**src/rtl/hp_pkg.sv**
```systemverilog
// Shared constants for the host port block.
// Assumes one 50 MHz clock and a synchronous active-low reset.
package hp_pkg;
  localparam int          FIFO_WIDTH = 16;            // Data word width
  localparam int          FIFO_DEPTH = 8;             // Words held in transit
  localparam int          ADDR_W     = 16;            // Internal memory address width
  localparam int          BYTE_W     = 8;             // Narrow bus width
  // Register select encodings on the two select inputs
  localparam logic [1:0]  SEL_CTRL   = 2'h0;          // Host control register
  localparam logic [1:0]  SEL_DATA_I = 2'h1;          // Data with address increment
  localparam logic [1:0]  SEL_ADDR   = 2'h2;          // Host address register
  localparam logic [1:0]  SEL_DATA   = 2'h3;          // Data, fixed address
  localparam logic [15:0] CTRL_RST   = 16'h0000;      // Control register reset value
  localparam logic [15:0] ADDR_RST   = 16'h0000;      // Address register reset value
  localparam logic [0:0]  KEEP_RST   = 1'h0;          // Keepers off during reset
  localparam logic [15:0] ADDR_STEP  = 16'h0001;      // Auto-increment step
  localparam int          CTRL_IRQ_BIT = 1;           // Control bit that clears host irq

  // Access sequencer states, Gray coded along idle-busy-done
  typedef enum logic [1:0] {
    HP_IDLE = 2'b00,
    HP_BUSY = 2'b01,
    HP_DONE = 2'b11
  } hp_state_t;

  // Merge a byte into the high or low half of a word
  function automatic logic [15:0] hp_merge(input logic [15:0] word, input logic [7:0] b,
                                           input logic hi);
    hp_merge = hi ? {b, word[7:0]} : {word[15:8], b};
  endfunction : hp_merge
endpackage : hp_pkg

```
**src/rtl/hp_host_port.sv**
```systemverilog
// Host port: lets an external host read and write internal memory,
// 8-bit multiplexed or 16-bit direct. Memory side is a simple request port.
// Notes on behaviour
// Wide mode uses direct address and data
// Wide data bus floats unless driving reads
// Wide bus keepers, off at reset, control bit
// Narrow bus keepers, off at reset, control bit
// Narrow bus bidirectional; general I/O in wide
// Select inputs pick one of three registers
// Byte id orders bytes; ignored in wide
// Host keeps chip select low whole access
// Host drives strobes that time transfers
// Address strobe latches address into register
// Read/write sets direction; drive only reads
// Ready output shows port can take transfer
// Host irq high in reset; invalid wide
// Port disabled: timer pulse on irq pin
// Enable pin sampled at reset release
// Disabled port ignores enable until reset
// Wide mode lacks control and address registers
// No interrupts either way in wide mode
// Pull-ups only while enable pin low
// Output-disable low floats ready, irq, data
// Host waits for ready before next strobe
module hp_host_port
  import hp_pkg::*;
(
  input  wire logic        clk,              // 50 MHz clock
  input  wire logic        rstn,             // Synchronous reset, low active
  input  wire logic        port_enable_pin,  // Strap sampled at reset release
  input  wire logic        wide_mode_select, // High selects 16-bit mode
  input  wire logic        out_disable_n,    // Low floats all outputs
  input  wire logic        hold_req,         // Bus hold request
  input  wire logic        main_keeper_enable,// Wide bus keeper control bit
  input  wire logic        port_keeper_enable,// Narrow bus keeper control bit
  input  wire logic        timer_b_pulse_out,// Second timer underflow pulse
  input  wire logic        dsp_irq_req,      // Processor raises host irq
  input  wire logic        reg_select_0,     // Register select bit 0
  input  wire logic        reg_select_1,     // Register select bit 1
  input  wire logic        byte_order_id,    // High: second byte
  input  wire logic        port_chip_select_n,// Chip select, low active
  input  wire logic        data_strobe_a_n,  // Data strobe a
  input  wire logic        data_strobe_b_n,  // Data strobe b
  input  wire logic        addr_strobe_n,    // Address strobe, low active
  input  wire logic        read_not_write,   // High: read
  input  wire logic [15:0] wide_address_in,  // Direct address, wide mode
  input  wire logic [15:0] wide_data_in,     // Wide bus pin level
  output logic      [15:0] wide_data_out,    // Wide bus drive value
  output logic             wide_data_oe,     // Wide bus drive enable
  output logic             wide_keeper_on,   // Wide bus keepers active
  input  wire logic [7:0]  narrow_data_in,   // Narrow bus pin level
  output logic      [7:0]  narrow_data_out,  // Narrow bus drive value
  output logic             narrow_data_oe,   // Narrow bus drive enable
  output logic             narrow_keeper_on, // Narrow bus keepers active
  output logic      [7:0]  gpio_in,          // Narrow pins as inputs, wide mode
  input  wire logic [7:0]  gpio_out,         // General output value
  input  wire logic        gpio_oe,          // General output enable
  output logic             port_ready_out,   // Ready level
  output logic             port_ready_oe,    // Ready drive enable
  output logic             host_irq_out,     // Irq/timer pin value
  output logic             host_irq_oe,      // Irq/timer pin drive enable
  output logic             pullup_ctrl_on,   // Pull-ups on strobe, rw, cs
  output logic             pullup_sel_on,    // Pull-ups on select inputs
  output logic             port_active,      // Port enabled by strap
  output logic      [15:0] mem_addr,         // Memory address
  output logic      [15:0] mem_wdata,        // Memory write data
  output logic             mem_req,          // Memory request valid
  output logic             mem_we,           // Memory write
  input  wire logic        mem_ack,          // Memory accepted request
  input  wire logic        mem_rvalid,       // Read data valid
  input  wire logic [15:0] mem_rdata,        // Read data
  output logic      [15:0] host_ctrl_value   // Control register contents
);
  hp_state_t   state_reg, state_next;
  logic [15:0] addr_reg, ctrl_reg, rdata_reg, wbuf_reg;
  logic        en_reg, strap_done_reg, irq_reg, rd_pend_reg;
  logic        strobe, start_p, end_p, as_reg;
  logic [1:0]  sel;
  logic        wide, narrow_hi, sel_data, is_read, take_write, word_done;
  logic        drive_read;
  logic [31:0] fin_data, fout_data;
  logic        fin_valid, fin_ready, fout_valid, fout_ready;

  hp_strobe u_strobe (
    .clk     (clk),
    .rstn    (rstn),
    .cs_n    (port_chip_select_n),
    .ds_a_n  (data_strobe_a_n),
    .ds_b_n  (data_strobe_b_n),
    .strobe  (strobe),
    .start_p (start_p),
    .end_p   (end_p)
  );

  // Access decode
  assign wide      = wide_mode_select && en_reg;
  assign sel       = {reg_select_1, reg_select_0};
  assign narrow_hi = !wide && byte_order_id;
  assign sel_data  = wide || sel == SEL_DATA || sel == SEL_DATA_I;
  assign is_read   = read_not_write;
  // A narrow write completes a word on the second byte; wide always whole
  assign word_done = wide || byte_order_id;
  assign take_write = end_p && en_reg && sel_data && !is_read && word_done;

  // Strap capture at reset release; held until next reset
  always_ff @(posedge clk) begin
    if (!rstn) begin
      en_reg         <= 1'b0;
      strap_done_reg <= 1'b0;
    end else if (!strap_done_reg) begin
      en_reg         <= port_enable_pin;
      strap_done_reg <= 1'b1;
    end
  end

  // Write words queue to memory with their address; the last byte is merged
  // here because the buffer register only catches it at the same edge
  assign fin_data  = {(wide ? wide_address_in : addr_reg),
                      (wide ? wide_data_in : hp_merge(wbuf_reg, narrow_data_in, byte_order_id))};
  assign fin_valid = take_write;
  hp_fifo #(.WIDTH(FIFO_WIDTH + ADDR_W), .DEPTH(FIFO_DEPTH)) u_fifo (
    .clk       (clk),
    .rstn      (rstn),
    .in_data   (fin_data),
    .in_valid  (fin_valid),
    .in_ready  (fin_ready),
    .out_data  (fout_data),
    .out_valid (fout_valid),
    .out_ready (fout_ready)
  );
  assign fout_ready = (state_reg == HP_IDLE) && mem_ack;

  // Memory request selection: queued writes first, then pending read
  assign mem_req   = (state_reg == HP_IDLE) && (fout_valid || rd_pend_reg);
  assign mem_we    = fout_valid;
  assign mem_wdata = fout_data[15:0];
  assign mem_addr  = fout_valid ? fout_data[31:16]
                   : (wide ? wide_address_in : addr_reg);

  // Read sequencer
  always_comb begin
    state_next = state_reg;
    case (state_reg)
      HP_IDLE: if (!fout_valid && rd_pend_reg && mem_ack) state_next = HP_BUSY;
      HP_BUSY: if (mem_rvalid) state_next = HP_DONE;
      HP_DONE: state_next = HP_IDLE;
      default: state_next = HP_IDLE;
    endcase
  end

  // Registers: address, control, buffers
  always_ff @(posedge clk) begin
    if (!rstn) begin
      state_reg   <= HP_IDLE;
      addr_reg    <= ADDR_RST;
      ctrl_reg    <= CTRL_RST;
      rdata_reg   <= '0;
      wbuf_reg    <= '0;
      rd_pend_reg <= 1'b0;
      as_reg      <= 1'b0;
    end else begin
      state_reg <= state_next;
      as_reg    <= !addr_strobe_n;
      // Address strobe edge latches the multiplexed address
      if (en_reg && !wide && !addr_strobe_n && !as_reg && !port_chip_select_n)
        addr_reg <= hp_merge(addr_reg, narrow_data_in, byte_order_id);
      else if (end_p && en_reg && !wide && !is_read && sel == SEL_ADDR)
        addr_reg <= hp_merge(addr_reg, narrow_data_in, byte_order_id);
      else if (end_p && en_reg && !wide && word_done && sel == SEL_DATA_I)
        addr_reg <= addr_reg + ADDR_STEP;
      if (end_p && en_reg && !wide && !is_read && sel == SEL_CTRL)
        ctrl_reg <= hp_merge(ctrl_reg, narrow_data_in, byte_order_id);
      if (end_p && !is_read)
        wbuf_reg <= wide ? wide_data_in : hp_merge(wbuf_reg, narrow_data_in, byte_order_id);
      // Read fetch starts with the first byte or the wide strobe
      if (start_p && en_reg && sel_data && is_read && (wide || !byte_order_id))
        rd_pend_reg <= 1'b1;
      else if (state_reg == HP_IDLE && !fout_valid && mem_ack)
        rd_pend_reg <= 1'b0;
      if (state_reg == HP_BUSY && mem_rvalid)
        rdata_reg <= mem_rdata;
    end
  end

  // Host irq latch: set wins over a host clear
  always_ff @(posedge clk) begin
    if (!rstn)
      irq_reg <= 1'b0;
    else if (dsp_irq_req && !wide)
      irq_reg <= 1'b1;
    else if (end_p && !is_read && sel == SEL_CTRL && !wide && narrow_data_in[CTRL_IRQ_BIT])
      irq_reg <= 1'b0;
  end

  // Ready: not while a read is in flight or the write queue is full
  assign port_ready_out = en_reg && fin_ready && !rd_pend_reg && (state_reg == HP_IDLE);
  assign port_ready_oe  = out_disable_n && en_reg;

  // Irq pin: high in reset, timer pulse when disabled
  assign host_irq_out = !rstn ? 1'b1 : (!en_reg ? timer_b_pulse_out : !irq_reg);
  assign host_irq_oe  = out_disable_n && !(en_reg && wide);

  // Read data driving only during read strobes
  assign drive_read     = strobe && is_read && en_reg && rstn && out_disable_n;
  assign wide_data_oe   = drive_read && wide && !hold_req;
  assign wide_data_out  = rdata_reg;
  assign narrow_data_oe = wide ? (gpio_oe && out_disable_n)
                               : (drive_read && sel_data);
  assign narrow_data_out = wide ? gpio_out
                          : (byte_order_id ? rdata_reg[15:8] : rdata_reg[7:0]);
  assign gpio_in        = narrow_data_in;

  // Keepers, off through reset
  assign wide_keeper_on   = rstn && main_keeper_enable;
  assign narrow_keeper_on = rstn && port_keeper_enable;

  // Pull-ups follow the strap pin level
  assign pullup_ctrl_on  = !port_enable_pin;
  assign pullup_sel_on   = !port_enable_pin && wide_mode_select;
  assign port_active     = en_reg;
  assign host_ctrl_value = wide ? '0 : ctrl_reg;

  a_strap_hold: assert property (@(posedge clk) disable iff (!rstn)
    strap_done_reg && $past(strap_done_reg) |-> en_reg == $past(en_reg))
    else $error("enable changed after strap");
  a_irq_wide_none: assert property (@(posedge clk) disable iff (!rstn)
    wide |=> !irq_reg || $past(irq_reg)) else $error("irq set in wide mode");
  a_wide_float: assert property (@(posedge clk)
    (hold_req || !rstn || !is_read) |-> !wide_data_oe) else $error("wide bus driven");
  a_off_float: assert property (@(posedge clk)
    !out_disable_n |-> !port_ready_oe && !host_irq_oe && !wide_data_oe)
    else $error("output driven while disabled");
  a_irq_reset_high: assert property (@(posedge clk)
    !rstn |-> host_irq_out) else $error("irq not high in reset");
  a_timer_route: assert property (@(posedge clk) disable iff (!rstn)
    strap_done_reg && !en_reg |-> host_irq_out == timer_b_pulse_out)
    else $error("timer pulse not routed");
  a_keeper_reset: assert property (@(posedge clk)
    !rstn |-> !wide_keeper_on && !narrow_keeper_on) else $error("keeper on in reset");
  a_ready_busy: assert property (@(posedge clk) disable iff (!rstn)
    rd_pend_reg |-> !port_ready_out) else $error("ready during pending read");
  a_read_fetch: assert property (@(posedge clk) disable iff (!rstn)
    state_reg == HP_BUSY && mem_rvalid |=> rdata_reg == $past(mem_rdata))
    else $error("read data not captured");
endmodule : hp_host_port

```
**src/rtl/hp_fifo.sv**
```systemverilog
// Small synchronous FIFO with valid/ready on both sides.
// Assumes one clock; reset is synchronous and active low.
module hp_fifo #(
  parameter int WIDTH = 16,
  parameter int DEPTH = 8
) (
  input  wire logic             clk,      // System clock
  input  wire logic             rstn,     // Synchronous reset, low active
  input  wire logic [WIDTH-1:0] in_data,  // Write data
  input  wire logic             in_valid, // Write request
  output logic                  in_ready, // Not full
  output logic      [WIDTH-1:0] out_data, // Head word
  output logic                  out_valid,// Not empty
  input  wire logic             out_ready // Drain accepts
);
  localparam int AW = $clog2(DEPTH);
  logic [WIDTH-1:0] mem_reg [DEPTH];
  logic [AW-1:0]    wr_reg, rd_reg;
  logic [AW:0]      cnt_reg;
  logic             push, pop;

  // Handshake decode
  assign in_ready  = (cnt_reg != (AW+1)'(DEPTH));
  assign out_valid = (cnt_reg != '0);
  assign push      = in_valid && in_ready;
  assign pop       = out_valid && out_ready;
  assign out_data  = mem_reg[rd_reg];

  // Pointers and fill count
  always_ff @(posedge clk) begin
    if (!rstn) begin
      wr_reg  <= '0;
      rd_reg  <= '0;
      cnt_reg <= '0;
    end else begin
      if (push) wr_reg <= (wr_reg == AW'(DEPTH-1)) ? '0 : wr_reg + 1'b1;
      if (pop)  rd_reg <= (rd_reg == AW'(DEPTH-1)) ? '0 : rd_reg + 1'b1;
      cnt_reg <= cnt_reg + (AW+1)'(push) - (AW+1)'(pop);
    end
  end

  // Storage needs no reset
  always_ff @(posedge clk) begin
    if (push) mem_reg[wr_reg] <= in_data;
  end

  a_fifo_no_over: assert property (@(posedge clk) disable iff (!rstn)
    cnt_reg <= (AW+1)'(DEPTH)) else $error("fifo count above depth");
endmodule : hp_fifo

```
**src/rtl/hp_strobe.sv**
```systemverilog
// Strobe combiner: forms the internal strobe from the two data strobes
// and flags its falling and rising edges. Inputs are synchronous.
module hp_strobe (
  input  wire logic clk,        // System clock
  input  wire logic rstn,       // Synchronous reset, low active
  input  wire logic cs_n,       // Chip select, low active
  input  wire logic ds_a_n,     // Data strobe a, low active
  input  wire logic ds_b_n,     // Data strobe b, low active
  output logic      strobe,     // Combined strobe level
  output logic      start_p,    // Strobe just went active
  output logic      end_p       // Strobe just went inactive
);
  logic strobe_reg;

  // Active when chip selected and exactly one strobe low
  assign strobe  = !cs_n && (ds_a_n ^ ds_b_n);
  assign start_p = strobe && !strobe_reg;
  assign end_p   = !strobe && strobe_reg;

  // Previous strobe level
  always_ff @(posedge clk) begin
    if (!rstn) strobe_reg <= 1'b0;
    else       strobe_reg <= strobe;
  end
endmodule : hp_strobe

```
**config.mk**
```make
export PLATFORM = sky130hd
export DESIGN_NAME = hp_host_port
export DESIGN_NICKNAME = d
export VERILOG_FILES = /design/src/rtl/hp_pkg.sv /design/src/rtl/hp_host_port.sv /design/src/rtl/hp_fifo.sv /design/src/rtl/hp_strobe.sv
export SDC_FILE = /design/constraint.sdc
export NUM_CORES = 1
export LEC_CHECK = 0
export ABC_AREA = 1
export BUFFER_PORTS_ARGS = -buffer_cell sky130_fd_sc_hd__buf_2
export CORE_MARGIN = 2
export CORE_UTILIZATION = 40
export CTS_CLUSTER_SIZE = 14
export DETAILED_ROUTE_END_ITERATION = 7
export PLACE_DENSITY_LB_ADDON = 0.1
export SYNTH_ARGS = -nofsm -noshare
export SYNTH_HDL_FRONTEND = slang
export SYNTH_SLANG_ARGS = --single-unit
```
**constraint.sdc**
```tcl
create_clock -name clk -period 4.3 [get_ports clk]
set_input_delay 0.86 -clock clk [delete_from_list [all_inputs] [get_ports clk]]
set_output_delay 0.86 -clock clk [all_outputs]
set_load 0.05 [all_outputs]
```
==> impl_metrics.env <==
export IMPL_outcome="finished, final reports clean"
export IMPL_grtUsageMet2_pct=34.60
export IMPL_maxCapViolCount=0
export IMPL_grt_max_degree=67
export IMPL_synthesis_nets=1535
export IMPL_place_area_um2=16180
export IMPL_r2r_end="wbuf_reg[4]"
export IMPL_ys_seq_area_share_pct=63.98
export IMPL_synth_warnings=0
export IMPL_synth_top_flop_cell="edfxtp_1"
export IMPL_critPathLaunch="wide_mode_select"
export IMPL_crit_type="in2out"
export IMPL_dieArea_um2=38230
export IMPL_synth_avg_cell_area_um2=10.20
export IMPL_cts_hold_buffers_added=0
export IMPL_first_global_vias=10500
export IMPL_cp_slowest_cell="o21ai_0"
export IMPL_insertion_delay_ns=0.52
export IMPL_slew_limit_headroom_pct=26.61
export IMPL_synth_top_family_by_area="compound AO/OA/AOI/OAI gates"
export IMPL_grt_use_met1_pct=29.07
export IMPL_regToRegSetupSlack_ns=1.42
export IMPL_crit_buf_inv=3
export IMPL_synth_compound_area_share_pct=15.02
export IMPL_setup_violations=0
export IMPL_startpoint_type="input port"
export IMPL_dr_first_iter_drc_count=920
export IMPL_drive_above_1_share_pct=18.27
export IMPL_crit_chain="buf_2, nand2_2, inv_2, o21ai_0, nand2_1, nand2_1, buf_2"
export IMPL_peakVddDrop_mv=0.3064
export IMPL_die_w_um=195.5
export IMPL_clockRootBuffer="clkbuf_16"
export IMPL_busiest_layer="met2"
export IMPL_drc_errors=0
export IMPL_antenna_found_initial=2
export IMPL_synthesis_instances=1438
export IMPL_tightest_slew_ns=1.089
export IMPL_core_area_um2=36350
export IMPL_start_util_pct=40.37
export IMPL_whs_endpoint="port_active"
export IMPL_clock_fmax_ghz=0.2697
export IMPL_clock_sinks=341
export IMPL_cts_buffers=37
export IMPL_post_route_min_period_ns=3.708
export IMPL_cts_tree="yes"
export IMPL_fp_row_count=70
export IMPL_synth_simple_area_share_pct=13.92
export IMPL_cp_end_kind="output pin"
export IMPL_dp_hpwl_mm=24.55
export IMPL_io_buffers=177
export IMPL_synth_xor_area_share_pct=0.5969
export IMPL_routed_via_density=5.221
export IMPL_r2r_start="port_active"
export IMPL_total_power_mw=9.668
export IMPL_p_sw_share_pct=35.87
export IMPL_power_share_combinational_pct=29.1
export IMPL_final_util_pct=47.86
export IMPL_post_cts_setup_buffers=0
export IMPL_h_tree_depth=2
export IMPL_power_switching_mw=3.468
export IMPL_worstHoldStart="strap_done_reg"
export IMPL_finClkSkew_ns=0.01224
export IMPL_cts_resized=0
export IMPL_synth_area_um2=14670
export IMPL_io_pins=178
export IMPL_drt_pass1_iter_count=5
export IMPL_p_int_mw=6.200
export IMPL_pwr_share_seq_pct=37.9
export IMPL_post_drt_wl_per_cell_um=19.30
export IMPL_required_ns=3.44
export IMPL_routed_wirelength_mm=40.44
export IMPL_stdcell_area_um2=17400
export IMPL_clk_pin_slew_worst_paths_ns=0.06
export IMPL_crit_fanout=31
export IMPL_worstRegToRegCells=7
export IMPL_path_delay_family="compound AO/OA/AOI/OAI gates"
export IMPL_area_growth_pct=18.55
export IMPL_grt_pass1_wl_mm=61.71
export IMPL_synth_seq_cells=341
export IMPL_synthMuxAreaShare_pct=0
export IMPL_use_met3_pct=3.454
export IMPL_final_nets=1696
export IMPL_slowest_delay_ns=0.84
export IMPL_synth_edf_count=256
export IMPL_fin_crit_sh_pct=86.23
export IMPL_clockBufferDepth=3
export IMPL_hold_path_class="reg2reg"
export IMPL_synth_cell_types=47
export IMPL_async_flop_share_pct=0
export IMPL_vias=10940
export IMPL_die_y_um=195.5
export IMPL_synth_fa_ha_area_share_pct=1.074
export IMPL_min_path_cells=1
export IMPL_timing_final_max_slew_violations=0
export IMPL_leakagePower_nw=6.370
export IMPL_power_density_nw_per_um2=555.7
export IMPL_hold_violations=0
export IMPL_postRouteAntennaNets=0
export IMPL_gp_congestion=0.8387
export IMPL_critPathArrivalTime_ns=2.85
export IMPL_power_frac_clock_pct=32.9
export IMPL_rsz0062_at_grt="false"
export IMPL_grt_total_usage_pct=20.98
export IMPL_grt_overflow_total=0
export IMPL_largest_reg_flops=256
-- power by group through the flow --
stage	combinational, mW	sequential, mW	clock, mW
after CTS	2.85	3.67	3.25
after global routing	3.05	3.68	3.37
after global placement	2.83	3.74	0
after detailed placement	2.84	3.74	0
final	2.82	3.67	3.18
after floorplan	2.07	3.69	0
-- metal layers --
metal / vias up / part of all wire [%]
met5: - / 0.054
met4: 4 / 1.9
met3: 49 / 5.7
met2: 314 / 47
met1: 5200 / 45
li1: 5370 / -
-- stage by stage --
step	TNS (ns)	instances	hold slack, ns	worst slack [ns]
5_1_grt	0	2094	0.4664	0.4622
4_1_cts	0	2094	0.4436	0.5928
2_1_floorplan	-6.459	1438	0.4046	-0.1010
3_3_place_gp	0	2028	0.4394	0.7254
3_5_place_dp	0	2028	0.4358	0.5989
6_report	0	2095	0.4343	0.5922
-- synthesized netlist by cell type, types with 2 or more instances --
library cell,count,share of area [%]
nand2_2,4,0.17
xor2_1,9,0.54
o211ai_1,11,0.56
ha_1,11,0.94
buf_2,19,0.65
buf_1,8,0.20
nor2_1,266,6.8
o221ai_1,44,2.6
a21oi_1,56,1.9
nor3_2,5,0.34
o21a_1,2,0.10
inv_2,6,0.15
dfxtp_1,85,12
nand3_1,26,0.89
o211a_1,2,0.14
o21ai_0,219,7.5
clkinv_1,3,0.077
nor3_1,11,0.38
a31oi_1,17,0.72
clkbuf_1,53,1.4
edfxtp_1,256,52
nand2_1,171,4.4
nor4_1,2,0.085
o21ai_1,2,0.068
buf_4,8,0.41
inv_1,94,2.4
clkinv_2,2,0.068
o22ai_1,27,1.2
-- cell families after synthesis --
| group | count (synthesis) |
|---|---|
| AOI/OAI and AO/OA | 385 |
| and+or+nand+nor | 496 |
| xor gates and xnor gates | 10 |
| adders and majority gates | 12 |
| buffers and inverters | 194 |
| DFF | 341 |
-- cells in the final DEF (no fill, tap or decap), types with 6 or more instances in the layout --
cell	netlist	final
nor3_1	11	9
a21oi_1	56	56
clkbuf_1	53	8
clkinv_2	2	8
buf_4	8	25
nand3_1	26	26
dfxtp_1	85	83
ha_1	11	11
a31oi_1	17	17
buf_2	19	177
clkinv_1	3	9
inv_2	6	6
o22ai_1	27	27
o21ai_0	219	219
edfxtp_1	256	256
xor2_1	9	9
o211ai_1	11	11
clkbuf_16	0	39
inv_1	94	93
buf_12	0	9
nand2_1	171	171
nor2_1	266	262
o221ai_1	44	44
-- how the worst max path moves through the flow --
stage               cells after the start                   end  slack (ns)
finish                                  7           mem_addr[0]        0.59
global route                            7           mem_addr[0]        0.46
CTS                                     7           mem_addr[0]        0.59
detailed placement                      7           mem_addr[0]        0.60
global placement                        7           mem_addr[0]        0.73
floorplan                               9  u_fifo.mem_reg[7][0]       -0.10
-- final cells by class --
cell class                      count  area, um^2
Fill cell                        3406       18950
Sequential cell                   341        9394
Multi-Input combinational cell    903        4546
Timing Repair Buffer              211        1254
Clock buffer                       49        1033
Tap cell                          468       585.6
Inverter                          105       397.9
Clock inverter                     17       183.9
Antenna cell                        1       2.502
No activity file was read; power rests on OpenSTA's default activity.
